**src/core/sccc_cfg.svh**
```systemverilog
// constants for the closed-loop system clock compensation block
// assumes byte-wide register port with 16-bit addresses
`ifndef SCCC_CFG_SVH
`define SCCC_CFG_SVH
// ========================================
// register offsets
`define SCCC_OFF_AUX_SRC      16'h0284
`define SCCC_OFF_AUX_BW_LO    16'h0285
`define SCCC_OFF_AUX_BW_HI    16'h0286
`define SCCC_OFF_CHAN_SRC     16'h0287
`define SCCC_OFF_LIVE_STAT    16'h3002
`define SCCC_OFF_EVENT_STAT   16'h300C
`define SCCC_OFF_IRQ_MASK     16'h300D
`define SCCC_OFF_NOM_PERIOD0  16'h3010
`define SCCC_OFF_NOM_PERIOD1  16'h3011
`define SCCC_OFF_NOM_PERIOD2  16'h3012
`define SCCC_OFF_CF3_0        16'h3020
`define SCCC_OFF_CF3_1        16'h3021
`define SCCC_OFF_CF3_2        16'h3022
`define SCCC_OFF_CF3_3        16'h3023
// ========================================
// field positions and reset values
`define SCCC_CHAN_SEL_BIT     0
`define SCCC_LIVE_FAULT_BIT   2
`define SCCC_LIVE_LOCK_BIT    1
`define SCCC_EV_UNLOCKED_BIT  0
`define SCCC_EV_LOCKED_BIT    1
`define SCCC_EV_UNFAULT_BIT   2
`define SCCC_EV_FAULT_BIT     3
`define SCCC_RST_AUX_SRC      5'h00
`define SCCC_RST_BW           16'h0000
`define SCCC_RST_NOM_PERIOD   24'h0003E8
// ========================================
// source codes
`define SCCC_SRC_REF_A        5'h00
`define SCCC_SRC_REF_A_COMP   5'h01
`define SCCC_SRC_REF_B        5'h02
`define SCCC_SRC_REF_B_COMP   5'h03
`define SCCC_SRC_AUX_TDC0     5'h06
`define SCCC_SRC_AUX_TDC1     5'h07
// ========================================
// timing and thresholds
`define SCCC_LOCK_TOL         24'h000002
`define SCCC_LOCK_COUNT       4'h8
`endif

```
**src/core/sccc_pkg.sv**
```systemverilog
// types for the closed-loop system clock compensation block
// assumes sccc_cfg.svh is on the include path
package sccc_pkg;
    typedef enum logic [1:0] {ST_HOLD, ST_ACQUIRE, ST_TRACK} sccc_state_e;
    typedef struct packed {
        logic [4:0]  aux_src;
        logic [15:0] bw;
        logic        chan_sel;
        logic [23:0] nom;
        logic [3:0]  ev;
        logic [3:0]  mask;
        logic [23:0] cnt;
        logic [23:0] period;
        logic        period_vld;
        logic        fault;
        logic        locked;
        logic [3:0]  lock_cnt;
        logic [31:0] nco_acc;
        logic [31:0] cf3;
        logic [31:0] cf2;
        logic [7:0]  rdata;
        logic [2:0]  edge_prev;
        sccc_state_e state;
    } sccc_state_s;
endpackage

```
**src/core/sccc_top.sv**
```systemverilog
// closed-loop system clock compensation: channel error and auxiliary loop factors
// assumes reference edges and channel errors arrive asynchronously on pins
//
// What this block does
// RL1 - channel select bit D0 picks error source
// RL2 - second factor from chosen channel error
// RL3 - software never feeds factor to source
// RL4 - five-bit field picks auxiliary loop TDC
// RL5 - decode A, A complement, B, aux codes
// RL6 - auxiliary loop accepts incoming combined factor
// RL7 - third factor excludes combined factor
// RL8 - error is measured versus nominal period
// RL9 - bandwidth is 0.1 Hz times field
// RL10 - monitor reports period fault status bits
// RL11 - fixed-threshold lock detector reports lock bits
// RL12 - third factor updates each reference edge in track state
// RL13 - holdover on zero bandwidth or 1% error
// RL14 - holdover freezes NCO and third factor
// RL15 - resume updating after cause clears, locked
//
// The implementer's own choice: the plain strobed port.
`timescale 1ns/1ps
`include "sccc_cfg.svh"
`default_nettype none
module sccc_top
(
    // clock and reset
    input  wire logic        CLK,
    input  wire logic        RST_N,
    // register port
    input  wire logic [15:0] ADDR,
    input  wire logic [7:0]  WDATA,
    input  wire logic        WR,
    input  wire logic        RD,
    output logic      [7:0]  RDATA,
    // tdc edge inputs: ref A, A complement, B, B complement, aux 0, aux 1
    input  wire logic [5:0]  TDC_EDGE,
    // channel loop frequency errors
    input  wire logic [31:0] CHAN_ERR_ZERO,
    input  wire logic [31:0] CHAN_ERR_ONE,
    // incoming combined compensation factor for the auxiliary loop
    input  wire logic [31:0] COMBINED_COMP_IN,
    // factor and status outputs
    output logic      [31:0] SECOND_FACTOR,
    output logic      [31:0] THIRD_FACTOR,
    output logic      [31:0] AUX_NCO_WORD,
    output logic             HOLDOVER,
    output logic             IRQ
);
    // ========================================
    // reset release and pin synchronisers
    logic [1:0]  rst_sync;
    logic        rst_n;
    logic [5:0]  edge_s1;
    logic [5:0]  edge_s2;
    logic [63:0] err_s1;
    logic [63:0] err_s2;
    always_ff @(posedge CLK or negedge RST_N)
    begin
        if (!RST_N)
        begin
            rst_sync <= 2'h0;
        end
        else
        begin
            rst_sync <= {rst_sync[0], 1'b1};
        end
    end
    assign rst_n = rst_sync[1];
    // multi-bit error words are assumed quasi-static between samples
    always_ff @(posedge CLK or negedge rst_n)
    begin
        if (!rst_n)
        begin
            edge_s1 <= 6'h00;
            edge_s2 <= 6'h00;
            err_s1  <= 64'h0;
            err_s2  <= 64'h0;
        end
        else
        begin
            edge_s1 <= TDC_EDGE;
            edge_s2 <= edge_s1;
            err_s1  <= {CHAN_ERR_ONE, CHAN_ERR_ZERO};
            err_s2  <= err_s1;
        end
    end
    // ========================================
    // state
    sccc_pkg::sccc_state_s s_reg;
    sccc_pkg::sccc_state_s s_next;
    logic        ref_level;
    logic        ref_rise;
    logic [23:0] err_abs;
    logic [23:0] limit;
    logic        cause;
    logic [31:0] resid;
    logic [3:0]  ev_set;
    always_comb
    begin
        s_next = s_reg;
        // source decode; unused codes give no edges
        ref_level = 1'b0;
        if (s_reg.aux_src == `SCCC_SRC_REF_A) // RL5
        begin
            ref_level = edge_s2[0];
        end
        else if (s_reg.aux_src == `SCCC_SRC_REF_A_COMP) // RL5
        begin
            ref_level = edge_s2[1];
        end
        else if (s_reg.aux_src == `SCCC_SRC_REF_B) // RL5
        begin
            ref_level = edge_s2[2];
        end
        else if (s_reg.aux_src == `SCCC_SRC_REF_B_COMP) // RL5
        begin
            ref_level = edge_s2[3];
        end
        else if (s_reg.aux_src == `SCCC_SRC_AUX_TDC0) // RL5
        begin
            ref_level = edge_s2[4];
        end
        else if (s_reg.aux_src == `SCCC_SRC_AUX_TDC1) // RL5
        begin
            ref_level = edge_s2[5];
        end
        s_next.edge_prev = {2'h0, ref_level};
        ref_rise = ref_level & ~s_reg.edge_prev[0]; // RL4
        // period measured in system clocks against nominal
        s_next.period_vld = 1'b0;
        if (ref_rise)
        begin
            s_next.period     = s_reg.cnt;
            s_next.period_vld = 1'b1;
            s_next.cnt        = 24'h000001;
        end
        else if (s_reg.cnt != 24'hFFFFFF)
        begin
            s_next.cnt = s_reg.cnt + 24'h000001;
        end
        err_abs = (s_reg.period >= s_reg.nom) ? s_reg.period - s_reg.nom : s_reg.nom - s_reg.period; // RL8
        limit = s_reg.nom / 24'h000064;
        if (s_reg.period_vld)
        begin
            s_next.fault = err_abs > limit; // RL10 RL13
        end
        // lock detector with fixed thresholds
        if (s_reg.period_vld)
        begin
            if (err_abs <= `SCCC_LOCK_TOL && !s_reg.fault)
            begin
                if (s_reg.lock_cnt != `SCCC_LOCK_COUNT)
                begin
                    s_next.lock_cnt = s_reg.lock_cnt + 4'h1;
                end
            end
            else
            begin
                s_next.lock_cnt = 4'h0;
            end
        end
        s_next.locked = (s_next.lock_cnt == `SCCC_LOCK_COUNT); // RL11
        // an out-of-limit period holds the loop off at once, before the fault flag catches up,
        // so it never reaches the nco or the third factor
        cause = (s_reg.bw == 16'h0000) || s_reg.fault || (s_reg.period_vld && err_abs > limit); // RL13
        // residual error only: combined factor is not part of it
        resid = {{8{1'b0}}, s_reg.period} - {{8{1'b0}}, s_reg.nom}; // RL7 RL8
        case (s_reg.state)
            sccc_pkg::ST_HOLD:
            begin
                // open loop: nco and third factor frozen
                if (!cause)
                begin
                    s_next.state = sccc_pkg::ST_ACQUIRE; // RL15
                end
            end
            sccc_pkg::ST_ACQUIRE:
            begin
                if (cause)
                begin
                    s_next.state = sccc_pkg::ST_HOLD;
                end
                else
                begin
                    if (s_reg.period_vld)
                    begin
                        s_next.nco_acc = s_reg.nco_acc + resid * {16'h0000, s_reg.bw}; // RL9
                    end
                    if (s_reg.locked)
                    begin
                        s_next.state = sccc_pkg::ST_TRACK; // RL15
                    end
                end
            end
            default:
            begin
                if (cause)
                begin
                    s_next.state = sccc_pkg::ST_HOLD; // RL14
                end
                else if (s_reg.period_vld)
                begin
                    // loop gain scales with bandwidth field in 0.1 Hz steps
                    s_next.nco_acc = s_reg.nco_acc + resid * {16'h0000, s_reg.bw}; // RL9
                    s_next.cf3 = resid; // RL12
                end
                if (!s_reg.locked && !cause)
                begin
                    s_next.state = sccc_pkg::ST_ACQUIRE;
                end
            end
        endcase
        s_next.cf2 = s_reg.chan_sel ? err_s2[63:32] : err_s2[31:0]; // RL1 RL2
        // events, set wins over write-one clear
        ev_set = {s_next.fault & ~s_reg.fault, ~s_next.fault & s_reg.fault,
                  s_next.locked & ~s_reg.locked, ~s_next.locked & s_reg.locked};
        if (WR && ADDR == `SCCC_OFF_EVENT_STAT)
        begin
            s_next.ev = s_reg.ev & ~WDATA[3:0];
        end
        s_next.ev = s_next.ev | {ev_set[3], ev_set[2], ev_set[1], ev_set[0]}; // RL10 RL11
        // register writes
        if (WR)
        begin
            if (ADDR == `SCCC_OFF_AUX_SRC)
            begin
                s_next.aux_src = WDATA[4:0]; // RL4
            end
            else if (ADDR == `SCCC_OFF_AUX_BW_LO)
            begin
                s_next.bw[7:0] = WDATA; // RL9
            end
            else if (ADDR == `SCCC_OFF_AUX_BW_HI)
            begin
                s_next.bw[15:8] = WDATA; // RL9
            end
            else if (ADDR == `SCCC_OFF_CHAN_SRC)
            begin
                s_next.chan_sel = WDATA[`SCCC_CHAN_SEL_BIT]; // RL1
            end
            else if (ADDR == `SCCC_OFF_IRQ_MASK)
            begin
                s_next.mask = WDATA[3:0];
            end
            else if (ADDR == `SCCC_OFF_NOM_PERIOD0)
            begin
                s_next.nom[7:0] = WDATA;
            end
            else if (ADDR == `SCCC_OFF_NOM_PERIOD1)
            begin
                s_next.nom[15:8] = WDATA;
            end
            else if (ADDR == `SCCC_OFF_NOM_PERIOD2)
            begin
                s_next.nom[23:16] = WDATA;
            end
        end
        // register reads, unmapped reads return zero
        s_next.rdata = 8'h00;
        if (RD)
        begin
            if (ADDR == `SCCC_OFF_AUX_SRC)
            begin
                s_next.rdata = {3'h0, s_reg.aux_src};
            end
            else if (ADDR == `SCCC_OFF_AUX_BW_LO)
            begin
                s_next.rdata = s_reg.bw[7:0];
            end
            else if (ADDR == `SCCC_OFF_AUX_BW_HI)
            begin
                s_next.rdata = s_reg.bw[15:8];
            end
            else if (ADDR == `SCCC_OFF_CHAN_SRC)
            begin
                s_next.rdata = {7'h00, s_reg.chan_sel};
            end
            else if (ADDR == `SCCC_OFF_LIVE_STAT)
            begin
                s_next.rdata = {5'h00, s_reg.fault, s_reg.locked, 1'b0}; // RL10 RL11
            end
            else if (ADDR == `SCCC_OFF_EVENT_STAT)
            begin
                s_next.rdata = {4'h0, s_reg.ev};
            end
            else if (ADDR == `SCCC_OFF_IRQ_MASK)
            begin
                s_next.rdata = {4'h0, s_reg.mask};
            end
            else if (ADDR == `SCCC_OFF_NOM_PERIOD0)
            begin
                s_next.rdata = s_reg.nom[7:0];
            end
            else if (ADDR == `SCCC_OFF_NOM_PERIOD1)
            begin
                s_next.rdata = s_reg.nom[15:8];
            end
            else if (ADDR == `SCCC_OFF_NOM_PERIOD2)
            begin
                s_next.rdata = s_reg.nom[23:16];
            end
            else if (ADDR == `SCCC_OFF_CF3_0)
            begin
                s_next.rdata = s_reg.cf3[7:0];
            end
            else if (ADDR == `SCCC_OFF_CF3_1)
            begin
                s_next.rdata = s_reg.cf3[15:8];
            end
            else if (ADDR == `SCCC_OFF_CF3_2)
            begin
                s_next.rdata = s_reg.cf3[23:16];
            end
            else if (ADDR == `SCCC_OFF_CF3_3)
            begin
                s_next.rdata = s_reg.cf3[31:24];
            end
        end
    end
    always_ff @(posedge CLK or negedge rst_n)
    begin
        if (!rst_n)
        begin
            s_reg          <= '0;
            s_reg.aux_src  <= `SCCC_RST_AUX_SRC;
            s_reg.bw       <= `SCCC_RST_BW;
            s_reg.nom      <= `SCCC_RST_NOM_PERIOD;
            s_reg.state    <= sccc_pkg::ST_HOLD;
        end
        else
        begin
            s_reg <= s_next;
        end
    end
    // ========================================
    // outputs
    assign RDATA         = s_reg.rdata;
    assign SECOND_FACTOR = s_reg.cf2;
    assign THIRD_FACTOR  = s_reg.cf3; // RL7
    // combined factor steers the nco only, never the third factor
    assign AUX_NCO_WORD  = s_reg.nco_acc + COMBINED_COMP_IN; // RL6
    assign HOLDOVER      = (s_reg.state == sccc_pkg::ST_HOLD);
    assign IRQ           = |(s_reg.ev & s_reg.mask);
endmodule
`default_nettype wire

```
**config.mk**
```make
export PLATFORM = sky130hd
export DESIGN_NAME = sccc_top
export DESIGN_NICKNAME = d
export VERILOG_FILES = /design/src/core/sccc_pkg.sv /design/src/core/sccc_top.sv
export VERILOG_INCLUDE_DIRS = /design/src /design/src/core
export SDC_FILE = /design/constraint.sdc
export NUM_CORES = 2
export LEC_CHECK = 0
export BUFFER_PORTS_ARGS = -buffer_cell sky130_fd_sc_hd__buf_2
export CAP_MARGIN = 20
export CORE_MARGIN = 4
export CORE_UTILIZATION = 35
export CTS_CLUSTER_DIAMETER = 150
export DETAILED_ROUTE_END_ITERATION = 8
export GPL_ROUTABILITY_DRIVEN = 0
export PLACE_DENSITY = 0.52
export SETUP_SLACK_MARGIN = 0.1
export SLEW_MARGIN = 0
export SYNTH_ARGS = -nofsm -noshare
export SYNTH_HDL_FRONTEND = slang
export SYNTH_SLANG_ARGS = --single-unit
```
**constraint.sdc**
```tcl
create_clock -name CLK -period 17.5 [get_ports CLK]
set_input_delay 3.5 -clock CLK [delete_from_list [all_inputs] [get_ports CLK]]
set_output_delay 3.5 -clock CLK [all_outputs]
set_load 0.1 [all_outputs]
```
-- After elaboration in Yosys (flattened, before gate mapping)
Index checks and enable logic that the tools add are counted.
- register bits after elaboration: 351
- latch bits: 0
- RAM bits: 0
- memory bits (read-only): 0
- bits of input ports: 130
- output and inout port bits: 106
- logic and storage cells: 156
- memories: 0
- add/subtract/negate cells: 7
- multiply operators: 1
- div/mod/pow operators: 1
- magnitude comparators: 3
- equal/unequal tests: 25
- shift operators: 0
- mux-type cells: 42
- bitwise logic cells: 24
- reductions and logical operators: 27
- operators by type and width (cell ; count):
    $eq A16 B14 Y1 const B ; 10
    $mux W64 ; 2
    $mux W8 ; 15
    $mux W32 ; 3
    $mux W24 ; 3
    $add A32 B32 Y32 ; 2
    $eq A16 B10 Y1 const B ; 4
    $pmux W32 S2 ; 1
    $sub A24 B24 Y24 ; 2
    $mul A25 B17 Y32 ; 1
    $sub A24 B24 Y25 ; 1
    $add A24 B1 Y24 const B ; 1
    $div A24 B7 Y24 const B ; 1
    $ge A24 B24 Y1 ; 1
    $gt A24 B24 Y1 ; 1
    $le A24 B2 Y1 const B ; 1
    $ne A24 B24 Y1 const B ; 1
    $logic_not A16 Y1 ; 1
    $mux W4 ; 4
    $not A1 Y1 ; 15
    $reduce_and A3 Y1 ; 4
    $eq A5 B2 Y1 const B ; 2
    $eq A5 B3 Y1 const B ; 2
    $mux W2 ; 5
    other kinds (29) ; 47

-- Depth between registers and ports, before layout
- word-level depth: 16
- gate-level depth with buffers: 64
- depth with buffers taken out: 55

-- Worst setup path after synthesis
OpenSTA, ideal clock, no wires.
- path kind: in2out
- start point: input COMBINED_COMP_IN[0]
- end point: output AUX_NCO_WORD[28]
- arrival time: 9.442 ns
- data required time: 14.000 ns
- slack: 4.558 ns
- stages: 36
- path buffers: 0
- cell sequence: ha_1 inv_1 fa_1 nor2b_1 o21ai_0 a21boi_0 o21ai_0 a21boi_0 o21ai_0 nand2_1 and2_1 o21ai_0 nand2_1 and2_1 o21ai_0 nand2_1 and2_1 o21ai_0 nand2_1 and2_1 o21ai_0 nand2_1 and2_1 o21ai_0 nand2b_1 a21oi_1 o21bai_1 a21o_1 a21o_1 a21o_1 a21o_1 a21oi_1 o21bai_1 a21oi_1 o21bai_1 xor2_1
- longest elaborated chain between the ends: 1
- RTL lines (item ; line ; text):
    from (decl) ; sccc_top.sv:42 ; input wire logic [31:0] COMBINED_COMP_IN,
    $add A32 B32 Y32 ; sccc_top.sv:342 ; assign AUX_NCO_WORD = s_reg.nco_acc + COMBINED_COMP_IN;
    to (decl) ; sccc_top.sv:46 ; output logic [31:0] AUX_NCO_WORD,
Every way passes these cells.

-- Worst setup path in the final report
- start point: register s_reg[195] (netlist bit)
- end point: register s_reg (netlist bit THIRD_FACTOR[8])
- longest elaborated chain between the ends: 7
- elaborated cells between the ends (all ways): 10
- those cells by class: 2 x add/sub; 1 x div; 2 x order compare; 1 x mux; 1 x bitwise; 3 x reduce/logical
- RTL lines (item ; line ; text):
    from (decl) ; sccc_top.sv:90 ; sccc_pkg::sccc_state_s s_reg;
    from (signal assigned) ; sccc_top.sv:333 ; s_reg <= s_next;
    parallel branches: the longest is 2 deep, another holds $div A24 B7 Y24 ; n/a ;
    $gt A24 B24 Y1 (*) ; sccc_top.sv:166 ; cause = (s_reg.bw == 16'h0000) || s_reg.fault || (s_reg.period_vld && err_abs > limit);
    $logic_and A1 B1 Y1 (*) ; sccc_top.sv:166 ;
    $logic_or A1 B1 Y1 (*) ; sccc_top.sv:166 ;
    $not A1 Y1 (no line) (*) ; n/a ;
    $reduce_and A3 Y1 (no line) (*) ; n/a ;
Every way passes the cells marked *.
A chain may end at the register's enable or synchronous reset.

==> flow_summary_export.csv <==
group,metric,value,unit
timing,hold_viol,0,
critical_path,rr_worst_depth,55,
cells_and_area,areaGrowthSynthToFinish,11.0,%
cts,clkLatencyLatePin,600,ps
yosys,synth.avg_cell_area,9.34,sq um
timing,hold_ws,344,ps
timing,maxSlewHeadroom,0.338,
yosys,synth-xor-area-share,0.0457,
yosys,synth_top_family_by_area,"adder cells",
cells_and_area,n_fill_cell,9401,
worst_hold_path,hold_path_class,"flop to flop",
grt,grt_pass1_wl,152000,um
critical_path,crit_arrival,15050,ps
cells_and_area,drive_above_1_share,0.148,
cts,cts_setup_buffers,0,
critical_path,worstSetupPathType,"flop to flop",
cells_and_area,final_cell_mix,"531 x inv_1, 411 x nand2_1, 344 x dfrtp_1",
cells_and_area,nets,4272,
timing,worst_pin_slew,978,ps
cts,clk_pin_slew_worst_paths,60,ps
critical_path,cp_top_family,"compound AO/OA/AOI/OAI gates",
timing,skew,25.6,ps
grt,grt.total_usage,0.199,
critical_path,required,17960,ps
yosys,synthesis.nets,4165,
grt,antenna_found_initial,7,
grt,grt_pass1_vias,25300,
placed_design,io_buffers,235,
floorplanning,die_h,314,um
grt,overflow,0,
critical_path,r2r-end,"THIRD_FACTOR[8]",
timing,finalMaxSlewViolations,0,
worst_hold_path,hold_path_depth,0,
timing,min_period_over_period,0.834,
timing,setup_tns,0,ps
critical_path,r2r-start,"s_reg[195]",
route,viasPerCell,5.06,
floorplanning,rows,112,
yosys,synthCells,3517,
critical_path,cpPeakStageDelay,890,ps
critical_path,crit_buf_inv,4,
cts,cts.sinks,351,
critical_path,critPathLaunchType,"flop",
critical_path,cp_max_fo,29,
route,totalWireLength,98000,um
floorplanning,die_area,0.0988,sq mm
yosys,synthArstFlopShare,1.00,
route,ant_nets,0,
cells_and_area,layout_commonest_cell,"inv_1",
yosys,ys_warn_count,0,
route,wire_per_inst,19.9,um
cts,cts-root-buf,"clkbuf_16",
yosys,netlist_area,0.0329,sq mm
route,drc,0,
pwr,total_power,3.24,mW
yosys,synthDistinctLibCells,117,
grt,grt_start_max_net_pins,75,
yosys,ys_seq_elements,351,
cts,cts_tree,"built",
yosys,synth_compound_area_frac,0.133,
yosys,synthAdderAreaFrac,0.275,
status,status,"completed",
cells_and_area,largest_reg_flops,144,
critical_path,end_kind,"flop",
yosys,synth-simple-area-share,0.137,
yosys,ys.flop_type,"dfrtp_1",
cts,cts-resized-gates,0,
cts,clk_path_buf_depth,3,
timing,setup_viol,0,
route,drt_pre_antenna_iters,5,
cts,postCtsHoldBufs,0,
route,drt_iter0_drc,1625,
floorplanning,ios,236,
timing,fmax,68.5,MHz
timing,period_needed,14590,ps
cts,cts_max_level,2,
yosys,seq_area_frac_synth,0.268,
worst_hold_path,min-delay-start,"err_s1[63]",
cts,cts-buffers-inserted,43,
yosys,synth_mux_area_frac,0.0448,
floorplanning,initial_core_util,0.353,
route,vias,24900,
critical_path,reg2reg_slack,2910,ps
floorplanning,die_x,314,um
floorplanning,core,0.0932,sq mm
timing,grt_setup_unrepaired,"false",
pwr,vdd_drop_max,0.0814,mV
worst_hold_path,worstHoldEndpoint,"err_s2[63]",
placed_design,post-dp-hpwl,74300,um
yosys,synth_edf_count,0,
pwr,power_density,88.9,mW/mm^2
critical_path,cp_slowest_cell,"dfrtp_1",
pwr,power.leakage,16.9,nW
run,drv_cap,0,
-- cell families (layout without fill, tap and decap cells) --
logic type,Yosys count,after routing
AOI/OAI and AO/OA,638,638
xor gates and xnor gates,166,166
other,1,4
and+or+nand+nor,939,939
adders and majority gates,522,522
buffers and inverters,768,910
DFF,351,351
muxes,132,132
-- metrics by stage --
stage,worst slack (ps),std cells,area [sq um],utilization
2_1_floorplan,4560,3517,32900,-
3_3_place_gp,3490,4830,34900,0.374
3_5_place_dp,3210,4830,34900,0.374
4_1_cts,3150,4910,36400,0.391
5_1_grt,1630,4913,36500,0.391
6_report,2910,4916,36500,0.391
-- worst max path at each step --
stage / from / end / slack, ps / cells past startpoint
after floorplan: COMBINED_COMP_IN[0] / AUX_NCO_WORD[28] / 4560 / 36
after global placement: s_reg[195] / THIRD_FACTOR[1] / 3490 / 54
after detailed placement: s_reg[195] / THIRD_FACTOR[10] / 3210 / 55
after CTS: s_reg[195] / THIRD_FACTOR[8] / 3150 / 54
after global routing: s_reg[195] / THIRD_FACTOR[1] / 1630 / 55
final: s_reg[195] / THIRD_FACTOR[8] / 2910 / 55
-- layout make-up --
class / instances / area, sq um / share of cell area
repair buffers: 293 / 1630 / 0.0446
well taps: 1254 / 1570 / 0.0430
flip-flops and latches: 351 / 8790 / 0.241
clock buffers: 52 / 1180 / 0.0324
clock inverters: 28 / 362 / 0.00992
multi-input cells: 2398 / 20900 / 0.573
inverters: 537 / 2020 / 0.0554
diodes: 3 / 7.51 / 0.000206
-- metal layers --
metal	wire length [um]	track usage	vias to the layer above
met5	12	0	-
met4	2550	0.0518	2
met3	6970	0.0391	137
met2	44000	0.316	791
met1	44500	0.279	12300
li1	-	-	11600
-- cell usage after synthesis, types with 16 or more instances --
cell type / instances / area [sq um]
nand2b_1: 16 / 100
mux2_2: 93 / 1050
and2_1: 139 / 870
nor4_1: 22 / 138
nor2b_1: 30 / 188
ha_1: 183 / 2290
o21ai_0: 174 / 871
a21oi_1: 135 / 676
nand3_1: 40 / 200
nor3_1: 40 / 200
buf_4: 72 / 541
and3_1: 22 / 138
inv_1: 531 / 1990
dfrtp_1: 345 / 8630
xnor2_1: 126 / 1100
o21bai_1: 43 / 323
a211oi_1: 17 / 128
nand4_1: 27 / 169
fa_1: 335 / 6710
clkbuf_1: 140 / 526
xor2_1: 36 / 315
nor2_1: 138 / 518
o21a_1: 16 / 120
mux2i_1: 33 / 330
a21o_1: 38 / 285
o211ai_1: 20 / 150
nand2_1: 411 / 1540
-- power by group --
group | switching, mW | leakage [nW] | internal, mW
combinational | 0.965 | 11.9 | 0.386
clock | 0.400 | 0.755 | 0.566
sequential | 0.0591 | 4.31 | 0.865
total | 1.42 | 16.9 | 1.82
Note: power is estimated with default switching activity, not from simulation.
